==> src/core/chpt_pkg.sv <==
// Package: chopper timing constants, field layout and types
package chpt_pkg;

  // ********************************************************
  // Configuration word layout
  // ********************************************************
  localparam int CFG_W = 20;
  localparam int TBL_LSB = 15;
  localparam int CHM_BIT = 14;
  localparam int RND_BIT = 13;
  localparam int HYSTERESIS_DECREMENT_SEL_LSB = 11;
  localparam int HYSTERESIS_END_OR_OFFSET_LSB = 7;
  localparam int HYSTERESIS_START_OR_FAST_TIME_LSB = 4;
  localparam int SLOW_DECAY_OFF_TIME_LSB = 0;
  localparam logic [CFG_W-1:0] CFG_RESET = 20'h00000;
  localparam logic [1:0] ADDR_CFG = 2'h0;
  localparam logic [1:0] ADDR_STATUS = 2'h1;

  // ********************************************************
  // Timing constants in system clock periods
  // ********************************************************
  localparam int CLK_MHZ = 100;
  localparam logic [7:0] BLANK_16 = 8'h10;
  localparam logic [7:0] BLANK_24 = 8'h18;
  localparam logic [7:0] BLANK_36 = 8'h24;
  localparam logic [7:0] BLANK_54 = 8'h36;
  localparam logic [9:0] SLOW_BASE = 10'h018;
  localparam int SLOW_SHIFT = 5;
  localparam int FAST_SHIFT = 5;
  localparam int HYSTERESIS_DECREMENT_SEL_SHIFT = 4;
  localparam logic [4:0] HYSTERESIS_END_OR_OFFSET_BIAS = 5'h03;
  localparam logic [3:0] RND_SPAN = 4'ha;
  localparam logic [3:0] RND_MID = 4'h4;

  typedef enum logic [3:0] {
    PH_OFF  = 4'b0001,
    PH_ON   = 4'b0010,
    PH_FAST = 4'b0100,
    PH_SLOW = 4'b1000
  } chpt_phase_e;

  typedef struct packed {
    logic [1:0] blank_time_sel;
    logic chopper_mode_select;
    logic random_off_time_en;
    logic [1:0] hysteresis_decrement_sel;
    logic [3:0] hysteresis_end_or_offset;
    logic [2:0] hysteresis_start_or_fast_time;
    logic [3:0] slow_decay_off_time;
  } chpt_cfg_s;

  typedef struct packed {
    logic high_a;
    logic low_a;
    logic high_b;
    logic low_b;
  } chpt_bridge_s;

endpackage : chpt_pkg

==> src/core/chpt_coil.sv <==
// One coil's chopper phase sequencer
`timescale 1ns/100ps
module chpt_coil
(
  input wire logic clk,
  input wire logic rst,
  input wire chpt_pkg::chpt_cfg_s cfg,
  input wire logic [7:0] blank_cyc,
  input wire logic [3:0] rnd,
  input wire logic above_peak,
  input wire logic below_neg,
  output logic drive_on,
  output logic drive_rev,
  output logic [3:0] phase,
  output logic [4:0] hyst
);

  chpt_pkg::chpt_phase_e st_q, st_d;
  logic [10:0] cnt_q;
  logic [7:0] blank_q;
  logic [6:0] dec_q;
  logic [4:0] hyst_q;
  wire logic disabled = (cfg.slow_decay_off_time == 4'h0);
  wire logic blanked = (blank_q != 8'h00);
  wire logic cmode = cfg.chopper_mode_select;
  wire logic [3:0] fast_n = {cfg.hysteresis_decrement_sel[0],
                              cfg.hysteresis_start_or_fast_time};
  // A zero fast decay time skips the fast phase so its timer cannot stall
  wire logic use_fast = cmode && (fast_n != 4'h0);
  wire logic [10:0] fast_cyc = 11'({fast_n, 5'h00});
  wire logic [10:0] slow_nom = 11'(chpt_pkg::SLOW_BASE)
    + 11'({cfg.slow_decay_off_time, 5'h00});
  // Random modulation spreads around the nominal off time
  wire logic [10:0] slow_cyc = cfg.random_off_time_en
    ? slow_nom + 11'(rnd) - 11'(chpt_pkg::RND_MID) : slow_nom;
  wire logic [6:0] dec_cyc = 7'({cfg.hysteresis_decrement_sel, 4'h0})
    + 7'h10;
  wire logic [4:0] hstart = 5'(cfg.hysteresis_end_or_offset)
    + 5'(cfg.hysteresis_start_or_fast_time) + 5'h01;
  wire logic timer_done = (cnt_q == 11'h001);
  wire logic fast_cmp = ~cfg.hysteresis_decrement_sel[1];
  wire logic ph_change = (st_d != st_q);

  always_comb
  begin
    st_d = st_q;
    unique case (st_q)
      chpt_pkg::PH_OFF: if (!disabled) st_d = chpt_pkg::PH_ON;
      chpt_pkg::PH_ON:
        if (!blanked && above_peak)
          st_d = use_fast ? chpt_pkg::PH_FAST : chpt_pkg::PH_SLOW;
      chpt_pkg::PH_FAST:
        if (timer_done || (fast_cmp && !blanked && below_neg))
          st_d = chpt_pkg::PH_SLOW;
      chpt_pkg::PH_SLOW: if (timer_done) st_d = chpt_pkg::PH_ON;
      default: st_d = chpt_pkg::PH_OFF;
    endcase
    if (disabled)
      st_d = chpt_pkg::PH_OFF;
  end

  always_ff @(posedge clk)
  begin
    if (rst)
    begin
      st_q <= chpt_pkg::PH_OFF;
      cnt_q <= 11'h000;
      blank_q <= 8'h00;
    end
    else
    begin
      st_q <= st_d;
      if (ph_change)
      begin
        blank_q <= blank_cyc;
        cnt_q <= (st_d == chpt_pkg::PH_FAST) ? fast_cyc
          : slow_cyc;
      end
      else
      begin
        if (blanked)
          blank_q <= blank_q - 8'h01;
        if (cnt_q != 11'h000)
          cnt_q <= cnt_q - 11'h001;
      end
    end
  end

  // Hysteresis steps down from start toward end during the cycle
  always_ff @(posedge clk)
  begin
    if (rst)
    begin
      dec_q <= 7'h00;
      hyst_q <= chpt_pkg::HYSTERESIS_END_OR_OFFSET_BIAS;
    end
    else if (st_q != chpt_pkg::PH_ON && st_d == chpt_pkg::PH_ON)
    begin
      dec_q <= dec_cyc;
      hyst_q <= hstart;
    end
    else if (dec_q > 7'h01)
      dec_q <= dec_q - 7'h01;
    else
    begin
      dec_q <= dec_cyc;
      if (hyst_q > 5'(cfg.hysteresis_end_or_offset))
        hyst_q <= hyst_q - 5'h01;
    end
  end

  assign phase = st_q;
  assign hyst = cmode ? 5'h00 : hyst_q;
  assign drive_on = (st_q == chpt_pkg::PH_ON);
  assign drive_rev = (st_q == chpt_pkg::PH_FAST);

endmodule : chpt_coil

==> src/core/chpt_top.sv <==
// Chopper phase timing for a two-coil stepper driver
// Summary of operation
// - Ignore comparator for 16/24/36/54 clock blanking
// - Mode bit picks hysteresis or constant off-time
// - Off-time mode: fast decay follows on, ends at timer or negative current
// - Random bit modulates slow decay around off time
// - Hysteresis decrement period 16/32/48/64 clocks
// - Decrement upper bit picks fast decay end
// - End code maps to hysteresis -3 to 12
// - Same code gives sine offset -3 to 12
// - Start code adds 1 to 8 above end
// - Fast decay lasts 32 times four-bit value
// - Slow decay lasts 24 plus 32 times off time
// - Off time zero switches every bridge off
`timescale 1ns/100ps
module chpt_top
(
  // Clock and reset
  input wire logic CLK_IN,
  input wire logic RST_IN,
  // Register port
  input wire logic [1:0] ADDR_IN,
  input wire logic [19:0] WDATA_IN,
  input wire logic WR_IN,
  input wire logic RD_IN,
  output logic [19:0] RDATA_OUT,
  // Coil comparators (asynchronous pins)
  input wire logic CMP_PEAK_A_IN,
  input wire logic CMP_NEG_A_IN,
  input wire logic CMP_PEAK_B_IN,
  input wire logic CMP_NEG_B_IN,
  // Bridge gates and current adjustments
  output chpt_pkg::chpt_bridge_s BRIDGE_OUT,
  output logic [4:0] HYST_A_OUT,
  output logic [4:0] HYST_B_OUT,
  output logic signed [4:0] SINE_OFFSET_OUT
);

  // ********************************************************
  // Configuration register
  // ********************************************************
  chpt_pkg::chpt_cfg_s cfg_q;
  logic [19:0] rdata_q;
  logic [15:0] lfsr_q;
  logic [3:0] sy1_q, sy2_q;
  wire logic [3:0] ph_a, ph_b;
  wire logic on_a, rev_a, on_b, rev_b;
  wire logic [4:0] hy_a, hy_b;
  wire logic wr_cfg = WR_IN && (ADDR_IN == chpt_pkg::ADDR_CFG);
  wire logic [19:0] status = {12'h000, ph_b, ph_a};

  always_ff @(posedge CLK_IN)
  begin
    if (RST_IN)
      cfg_q <= chpt_pkg::chpt_cfg_s'(17'h00000);
    else if (wr_cfg)
      cfg_q <= chpt_pkg::chpt_cfg_s'(WDATA_IN[16:0]);
  end

  // Config is write-only; reads return phase status or zero
  always_ff @(posedge CLK_IN)
  begin
    if (RST_IN)
      rdata_q <= chpt_pkg::CFG_RESET;
    else if (RD_IN && ADDR_IN == chpt_pkg::ADDR_STATUS)
      rdata_q <= status;
    else
      rdata_q <= 20'h00000;
  end

  assign RDATA_OUT = rdata_q;

  // ********************************************************
  // Shared decode and random source
  // ********************************************************
  function automatic logic [7:0] blank_of(input logic [1:0] sel);
    unique case (sel)
      2'h0: blank_of = chpt_pkg::BLANK_16;
      2'h1: blank_of = chpt_pkg::BLANK_24;
      2'h2: blank_of = chpt_pkg::BLANK_36;
      default: blank_of = chpt_pkg::BLANK_54;
    endcase
  endfunction : blank_of

  wire logic [7:0] blank_cyc = blank_of(cfg_q.blank_time_sel);

  // Pseudo-random; only spread matters, not quality
  wire logic [3:0] rnd_raw = lfsr_q[3:0];
  wire logic [3:0] rnd = (rnd_raw > chpt_pkg::RND_SPAN)
    ? rnd_raw - chpt_pkg::RND_SPAN : rnd_raw;

  always_ff @(posedge CLK_IN)
  begin
    if (RST_IN)
      lfsr_q <= 16'hace1;
    else
      lfsr_q <= {lfsr_q[14:0],
                 lfsr_q[15] ^ lfsr_q[13] ^ lfsr_q[12] ^ lfsr_q[10]};
  end

  always_ff @(posedge CLK_IN)
  begin
    if (RST_IN)
    begin
      sy1_q <= 4'h0;
      sy2_q <= 4'h0;
    end
    else
    begin
      sy1_q <= {CMP_NEG_B_IN, CMP_PEAK_B_IN, CMP_NEG_A_IN, CMP_PEAK_A_IN};
      sy2_q <= sy1_q;
    end
  end

  // ********************************************************
  // Coil sequencers
  // ********************************************************
  chpt_coil u_coil_a
  (
    .clk(CLK_IN),
    .rst(RST_IN),
    .cfg(cfg_q),
    .blank_cyc(blank_cyc),
    .rnd(rnd),
    .above_peak(sy2_q[0]),
    .below_neg(sy2_q[1]),
    .drive_on(on_a),
    .drive_rev(rev_a),
    .phase(ph_a),
    .hyst(hy_a)
  );

  chpt_coil u_coil_b
  (
    .clk(CLK_IN),
    .rst(RST_IN),
    .cfg(cfg_q),
    .blank_cyc(blank_cyc),
    .rnd(rnd),
    .above_peak(sy2_q[2]),
    .below_neg(sy2_q[3]),
    .drive_on(on_b),
    .drive_rev(rev_b),
    .phase(ph_b),
    .hyst(hy_b)
  );

  // Slow decay recirculates low side; off phase drives nothing
  assign BRIDGE_OUT = '{high_a: on_a, low_a: rev_a || ph_a[3],
                        high_b: on_b, low_b: rev_b || ph_b[3]};
  // No hysteresis applies in constant off-time mode
  assign HYST_A_OUT = cfg_q.chopper_mode_select ? 5'h00
    : hy_a - chpt_pkg::HYSTERESIS_END_OR_OFFSET_BIAS;
  assign HYST_B_OUT = cfg_q.chopper_mode_select ? 5'h00
    : hy_b - chpt_pkg::HYSTERESIS_END_OR_OFFSET_BIAS;
  assign SINE_OFFSET_OUT = cfg_q.chopper_mode_select
    ? 5'(cfg_q.hysteresis_end_or_offset) - chpt_pkg::HYSTERESIS_END_OR_OFFSET_BIAS
    : 5'h00;

endmodule : chpt_top

==> config.mk <==
export PLATFORM = sky130hd
export DESIGN_NAME = chpt_top
export DESIGN_NICKNAME = d
export VERILOG_FILES = /design/src/core/chpt_pkg.sv /design/src/core/chpt_coil.sv /design/src/core/chpt_top.sv
export SDC_FILE = /design/constraint.sdc
export NUM_CORES = 1
export LEC_CHECK = 0
export ABC_AREA = 1
export ABC_CLOCK_PERIOD_IN_PS = 2500
export BUFFER_PORTS_ARGS = -buffer_cell sky130_fd_sc_hd__clkbuf_2
export CORE_AREA = 8 8 174 126
export DETAILED_ROUTE_END_ITERATION = 10
export DIE_AREA = 0 0 182 134
export HOLD_SLACK_MARGIN = 0.06
export PLACE_DENSITY = 0.62
export SYNTH_ARGS = -nofsm -noshare
export SYNTH_HDL_FRONTEND = slang
export SYNTH_SLANG_ARGS = --single-unit
==> constraint.sdc <==
create_clock -name CLK_IN -period 2.5 [get_ports CLK_IN]
set_input_delay 0 -clock CLK_IN [delete_from_list [all_inputs] [get_ports CLK_IN]]
set_output_delay 0 -clock CLK_IN [all_outputs]
set_load 0.05 [all_outputs]
### Word level (Yosys, flattened, before mapping)

Index checks and enable logic that the tools add are counted.

| storage, ports and cells | value |
|---|---|
| bits in latches | 0 |
| bits in registers | 131 |
| memory bits (read-only) | 0 |
| bits in writable memories | 0 |
| memories kept | 0 |

| cells by class | value |
|---|---|
| multiply operators | 0 |
| muxes and demuxes | 39 |
| magnitude comparators | 5 |
| reduce and logical (&&, ||, !) cells | 34 |
| div/mod/pow operators | 0 |
| eq/ne operators | 23 |
| add/subtract/negate cells | 18 |
| bitwise gates (word level) | 5 |
| shift-type cells | 0 |

Operators by type and width:

| kind | number |
|---|---|
| 11-bit two-way mux | 7 |
| 5-bit two-way mux | 11 |
| 4-bit two-way mux | 10 |
| 8-bit two-way mux | 4 |
| 4-bit one-hot mux with 4 select lines | 2 |
| 7-bit two-way mux | 4 |
| 11-bit by 1-bit equality test with 1-bit output, second input constant | 2 |
| 11-bit nonzero test | 2 |
| 11-bit by 1-bit subtractor with 11-bit output, second input constant | 2 |
| 6-bit one-hot mux with 3 select lines | 1 |
| 4-bit by 2-bit equality test with 1-bit output, second input constant | 4 |
| 4-bit by 3-bit equality test with 1-bit output, second input constant | 4 |
| 8-bit nonzero test | 2 |
| 8-bit by 1-bit subtractor with 8-bit output, second input constant | 2 |
| 7-bit by 1-bit > comparator with 1-bit output, second input constant | 2 |
| 7-bit by 1-bit subtractor with 7-bit output, second input constant | 2 |
| 2-bit nonzero test | 6 |
| 11-bit by 4-bit adder with 11-bit output | 1 |
| 1-bit logical AND | 11 |
| 11-bit by 3-bit subtractor with 11-bit output, second input constant | 1 |
| 5-bit by 9-bit adder with 10-bit output, first input constant | 1 |
| 5-bit by 4-bit > comparator with 1-bit output | 2 |
| 5-bit by 1-bit subtractor with 5-bit output, second input constant | 2 |
| 5-bit by 2-bit subtractor with 5-bit output, second input constant | 2 |
| other kinds (22) | 37 |

### Depth between registers and ports, before layout

| depth | value |
|---|---|
| depth in word-level cells | 12 |
| gate-level depth with buffers | 18 |

### By module

From an unflattened synthesis, not the netlist that was laid out.

| second synthesis, totals | value |
|---|---|
| cells, all modules | 1088 |
| area, all modules | 7363.3 µm² |

Modules (own cells, without submodules):

| module | area an instance (µm²) | cells each | sequential area each (µm²) | times used |
|---|---|---|---|---|
| chpt_coil (u_coil_a) | 2600.0 | 398 | 700.7 | 1 |
| chpt_coil (u_coil_b) | 2600.0 | 397 | 700.7 | 1 |
| chpt_top | 2163.3 | 293 | 980.9 | 1 |

### Worst setup path after synthesis

No wires, ideal clock.

| timing path | value |
|---|---|
| path type | register to register |
| start | register lfsr_q[0] |
| end | register u_coil_a.cnt_q[8] |
| data required time | 2.430 ns |
| setup time | 0.070 ns |
| slack | 0.494 ns |
| clock period less this slack | 2.006 ns |
| arrival time | 1.936 ns |
| cell stages (with the launch flop) | 12 |
| cell sequence | dfxtp_1 > a21oi_1 > or2_2 > o21ai_0 > ha_1 > nand2_1 > nor3_1 > xor2_1 > nand2_1 > o21ai_0 > nand2_1 > a21oi_1 |

| on the way | value |
|---|---|
| word-level cells in the longest chain between the ends | 7 |

Ends and longest elaborated chain:

| what | line | RTL |
|---|---|---|
| start: declaration | chpt_top.sv:44 | `logic [15:0] lfsr_q;` |
| start signal: assignment | chpt_top.sv:97 | `lfsr_q <= {lfsr_q[14:0],` |
| 4-bit subtractor / 4-bit > comparator (equally long branches) | chpt_top.sv:90, chpt_top.sv:89 |  |
| 4-bit two-way mux * | chpt_top.sv:90 | `? rnd_raw - chpt_pkg::RND_SPAN : rnd_raw;` |
| 11-bit by 4-bit adder with 11-bit output * | chpt_coil.sv:35 | `? slow_nom + 11'(rnd) - 11'(chpt_pkg::RND_MID) : slow_nom;` |
| 11-bit by 3-bit subtractor with 11-bit output * | chpt_coil.sv:35 |  |
| 11-bit two-way mux * | chpt_coil.sv:35 |  |
| 11-bit two-way mux * | chpt_coil.sv:76 | `cnt_q <= (st_d == chpt_pkg::PH_FAST) ? fast_cyc` |
| 11-bit two-way mux * | chpt_coil.sv:73 | `if (ph_change)` |
| end signal: assignment | chpt_coil.sv:76 |  |
| end signal: assignment | chpt_coil.sv:84 | `cnt_q <= cnt_q - 11'h001;` |
| end: declaration | chpt_coil.sv:19 | `logic [10:0] cnt_q;` |

Every way passes the cells marked *; elsewhere a longest branch is shown, timed or not.
A chain may end at the register's enable or synchronous reset.

### Worst setup path in the final report

| timing path | value |
|---|---|
| start | register u_coil_b.cnt_q[1] |
| end | register u_coil_b.blank_q[0] |

| on the way | value |
|---|---|
| word-level cells in the longest chain between the ends | 7 |

Ends and longest elaborated chain:

| what | line | RTL |
|---|---|---|
| start: declaration | chpt_coil.sv:19 |  |
| start signal: assignment | chpt_coil.sv:76 |  |
| start signal: assignment | chpt_coil.sv:84 |  |
| 11-bit by 1-bit equality test with 1-bit output * | chpt_coil.sv:40 | `wire logic timer_done = (cnt_q == 11'h001);` |
| 1-bit logical OR | chpt_coil.sv:53 | `if (timer_done \|\| (fast_cmp && !blanked && below_neg))` |
| 4-bit two-way mux | chpt_coil.sv:53 |  |
| 4-bit one-hot mux with 4 select lines * | chpt_coil.sv:47 | `unique case (st_q)` |
| 4-bit two-way mux * | chpt_coil.sv:58 | `if (disabled)` |
| 4-bit inequality test * | chpt_coil.sv:42 | `wire logic ph_change = (st_d != st_q);` |
| 8-bit two-way mux / 2-bit nonzero test (equally long branches) | -- |  |
| end signal: assignment | chpt_coil.sv:75 | `blank_q <= blank_cyc;` |
| end signal: assignment | chpt_coil.sv:82 | `blank_q <= blank_q - 8'h01;` |
| end: declaration | chpt_coil.sv:20 | `logic [7:0] blank_q;` |

Marks and branches as above.

==> impl_table.tex <==
\begin{tabular}{lr}
\hline
Metric & Value \\
\hline
\multicolumn{2}{l}{\textbf{Outcome}} \\
\quad Run status & finished, final reports clean \\
\multicolumn{2}{l}{\textbf{Job}} \\
\quad Number of maximum-capacitance constraint violations & 0 \\
\multicolumn{2}{l}{\textbf{Layout}} \\
\quad Share of cells above drive strength 1 & 14.8\% \\
\quad Layout filler cell count & 2053 \\
\quad Final standard cell utilization of the core & 41.1\% \\
\quad Area growth from synthesis to final layout & 20.6\% \\
\quad Final layout net count & 1097 \\
\quad Total non-filler cell area in the finished layout & 7960 um\^{}2 \\
\quad Number of diodes & 0 \\
\multicolumn{2}{l}{\textbf{Clock network}} \\
\quad Clock Pin Slew Worst Setup and Hold Paths & 0.06 ns \\
\quad TritonCTS clock tree & done \\
\quad CTS buffer count & 17 \\
\quad Clk Latency, worst-skew pair & 0.43 ns \\
\quad Number of sinks driven by the clock tree & 119 \\
\quad Root Buffer & clkbuf\_16 \\
\quad Maximum level of the CTS H-tree & 4 \\
\quad Maximum number of buffers from clock root to sink & 2 \\
\multicolumn{2}{l}{\textbf{Synthesis}} \\
\quad Number of enable-type register cells in the synthesized netlist & 0 \\
\quad Post-synthesis instance area & 6600 um\^{}2 \\
\quad Async set-reset flop share out of synthesis & 0\% \\
\quad Sequential element share of the synthesized area & 36.1\% \\
\quad Avg Inst Size Synth & 7.02 um\^{}2 \\
\quad Synth cell types & 42 \\
\quad Synth Register Bits & 119 \\
\quad Cells after Synth & 941 \\
\quad Yosys Warn Count & 0 \\
\quad Most instantiated flip-flop cell in the synthesis netlist & dfxtp\_1 \\
\multicolumn{2}{l}{\textbf{Setup path}} \\
\quad WP data arrival & 2.65 ns \\
\quad Classification of the worst setup path & reg2reg \\
\quad Type of origin of the critical path & register \\
\quad Slowest library cell on the worst path & dfxtp\_1 \\
\quad Cells traversed along the worst timing path & inv\_1, ha\_1, inv\_1, nor2\_1, nand3\_1, nand3\_1, nand2\_1, nand2\_1, nand2\_1, nor2\_2, nand3\_4, buf\_4, nor2\_2, inv\_1, a21oi\_1 \\
\quad Biggest fanout along the worst timing path & 6 \\
\quad Data required time of the worst path & 2.86 ns \\
\quad Type of element capturing the critical path & register \\
\quad Delay of the slowest cell on the worst path & 0.31 ns \\
\multicolumn{2}{l}{\textbf{Floorplan}} \\
\quad Die outline area & 24400 um\^{}2 \\
\quad Horizontal extent of the die & 182 um \\
\quad Area of the placeable core & 19400 um\^{}2 \\
\quad Num ports & 69 \\
\quad Starting utilization of the core area & 34.1\% \\
\quad Die outline height & 134 um \\
\quad Rows & 43 \\
\multicolumn{2}{l}{\textbf{Routing}} \\
\quad Post-detailed-route DRC marker count & 0 \\
\quad Detailed-route wire length & 17.4 mm \\
\quad Antenna violation net count after detailed routing & 0 \\
\quad DRT iter0 DRCs & 465 \\
\quad Iteration count of the initial detailed-routing pass & 5 \\
\quad WL per Instance & 13.5 um \\
\quad Number of vias after detailed routing & 6187 \\
\quad Vias per cell & 4.79 \\
\multicolumn{2}{l}{\textbf{Place}} \\
\quad Area after detailed placement & 7150 um\^{}2 \\
\quad Setup slack after placement & 0.207 ns \\
\quad Number of I/O port buffers & 53 \\
\quad Detail Placement HPWL & 12.8 mm \\
\quad RD Place Congestion & 0.861 \\
\multicolumn{2}{l}{\textbf{STA}} \\
\quad Unrepaired setup endpoints after global routing & no \\
\quad Final Cycle Share & 91.5\% \\
\quad Post-route setup TNS & 0 ns \\
\quad Max frequency & 437 MHz \\
\quad Max-slew violation total from the final report & 0 \\
\quad Clock period minus final worst setup slack & 2.29 ns \\
\quad Transition time at the pin with the least slew margin & 0.591 ns \\
\quad Worst Clk Skew & 0.00927 ns \\
\quad Number of setup violations in the final report & 0 \\
\quad Rel. slew slack & 60.6\% \\
\quad Worst setup margin & 0.212 ns \\
\quad Final-report hold violation count & 0 \\
\multicolumn{2}{l}{\textbf{Global route}} \\
\quad Via count of the first global-routing pass & 5653 \\
\quad Total global routing overflow & 0 \\
\quad Total GRT Usage & 14.4\% \\
\quad Initial antenna violation count & 0 \\
\quad Largest net degree at the start of global routing & 49 \\
\quad Wire length of the first global-routing pass & 28.3 mm \\
\multicolumn{2}{l}{\textbf{Pwr}} \\
\quad Static leakage & 3.76 nW \\
\quad Worst vdd ir & 0.724 mV \\
\quad Power density cells & 1220 nW/um\^{}2 \\
\multicolumn{2}{l}{\textbf{Min path}} \\
\quad Hold Crit Class & in2reg \\
\hline
\end{tabular}
cell families after synthesis:
kind of cell,after synthesis,synth area share [%]
fa+ha+maj,35,6.75
other cells,1,0.0568
buf+inv,162,10.7
flops,119,36.1
xor+xnor,35,4.64
simple gates,414,27.9
compound gates,175,13.9
state kept, by name (all words and copies together) (netlist names), 7 cells and up:
name              cells
u_coil_b.dec_q        7
u_coil_b.cnt_q       11
u_coil_b.blank_q      8
u_coil_a.blank_q      8
u_coil_a.dec_q        7
lfsr_q               16
cfg_q                17
u_coil_a.cnt_q       11
RDATA_OUT             8
metrics by stage:
stage	std cells	hold slack, ns	power [W]
final	1292	0.0596	0.00973
after global routing	1292	0.111	0.0105
after CTS	1290	0.0675	0.00970
after detailed placement	1235	0.205	0.00729
after global placement	1235	0.201	0.00722
after floorplan	952	0.107	0.00630
synth_stat cells, types with 2 or more instances:
master | count | share of area [%]
a21oi_1 | 74 | 5.6
buf_2 | 4 | 0.30
buf_4 | 16 | 1.8
buf_6 | 4 | 0.68
clkbuf_1 | 16 | 0.91
dfxtp_1 | 119 | 36
ha_1 | 34 | 6.4
inv_1 | 117 | 6.7
inv_2 | 3 | 0.17
nand2_1 | 167 | 9.5
nand2_2 | 4 | 0.38
nand3_1 | 59 | 4.5
nand3_2 | 4 | 0.61
nand3b_1 | 4 | 0.45
nand4_1 | 14 | 1.3
nor2_1 | 117 | 6.7
nor2_2 | 7 | 0.66
nor2_4 | 2 | 0.34
nor3_1 | 12 | 0.91
nor4_1 | 3 | 0.28
nor4_2 | 2 | 0.38
o211ai_1 | 4 | 0.45
o21ai_0 | 82 | 6.2
o21ai_1 | 4 | 0.30
o31ai_1 | 4 | 0.45
or2_2 | 16 | 1.5
xnor2_1 | 11 | 1.5
xor2_1 | 24 | 3.2
path summary, 6_finish.rpt:
check	startpoint	endpoint	slack (ns)	cells past startpoint
min reg2reg	lfsr_q[8]	lfsr_q[9]	0.41	2
min	ADDR_IN[0]	RDATA_OUT[6]	0.06	3
max	u_coil_b.cnt_q[1]	u_coil_b.blank_q[0]	0.21	15
max reg2reg	u_coil_b.cnt_q[1]	u_coil_b.blank_q[0]	0.21	15
layout by cell type (no fill, tap or decap), types with 11 or more instances in the layout:
cell and count:
xor2_1 24, dfxtp_1 119, a21oi_1 74, or2_2 16, ha_1 34, dlygate4sd3_1 23, clkbuf_2 53, nand3_1 59
xnor2_1 11, conb_1 12, inv_1 117, buf_4 25, nand4_1 14, nor2_1 117, clkbuf_16 17, nand2_1 166
nor3_1 12, o21ai_0 80
final cells by class:
type                            count  area [um^2]  area share [%]
Clock buffer                       17          425            5.34
Tap cell                          247          309            3.88
Timing Repair Buffer              101          683            8.58
Inverter                          122          460            5.78
Clock inverter                     15          133            1.67
Multi-Input combinational cell    671         3570            44.8
Sequential cell                   119         2380            29.9
timing repair:
| action | 4_1_cts | 5_1_grt |
|---|---|---|
| hold buffers | 23 | 0 |
| hold endpoints to repair | 29 | 0 |
| buffers inserted | 0 | 2 |
| setup endpoints to repair | 0 | 22 |
| gates resized for setup | 0 | 5 |
power breakdown:
part           leakage (nW)  internal, W  total [W]  switching [W]
clock                 0.272      0.00131    0.00233        0.00103
sequential            0.980      0.00235    0.00271       0.000369
combinational          2.51      0.00169    0.00468        0.00300
total                  3.76      0.00534    0.00973        0.00439
critical path: cells and delay by family, from the launching register on:
kind	cells	cell delay (ns)
DFF	1	0.31
adders and majority gates	1	0.17
buffers and inverters	4	0.43
AOI/OAI and AO/OA	1	0.12
and+or+nand+nor	9	1.18
metal layers:
metal  GRT usage, %  part of all wire, %  vias to the layer above
met1           21.2                   54                     2794
met3           3.94                  5.6                       16
met4           4.72                  1.5                        0
met5              0                    0                        -
met2           19.7                   39                      163
li1               -                    -                     3214
(Power assumes the default switching activity.)
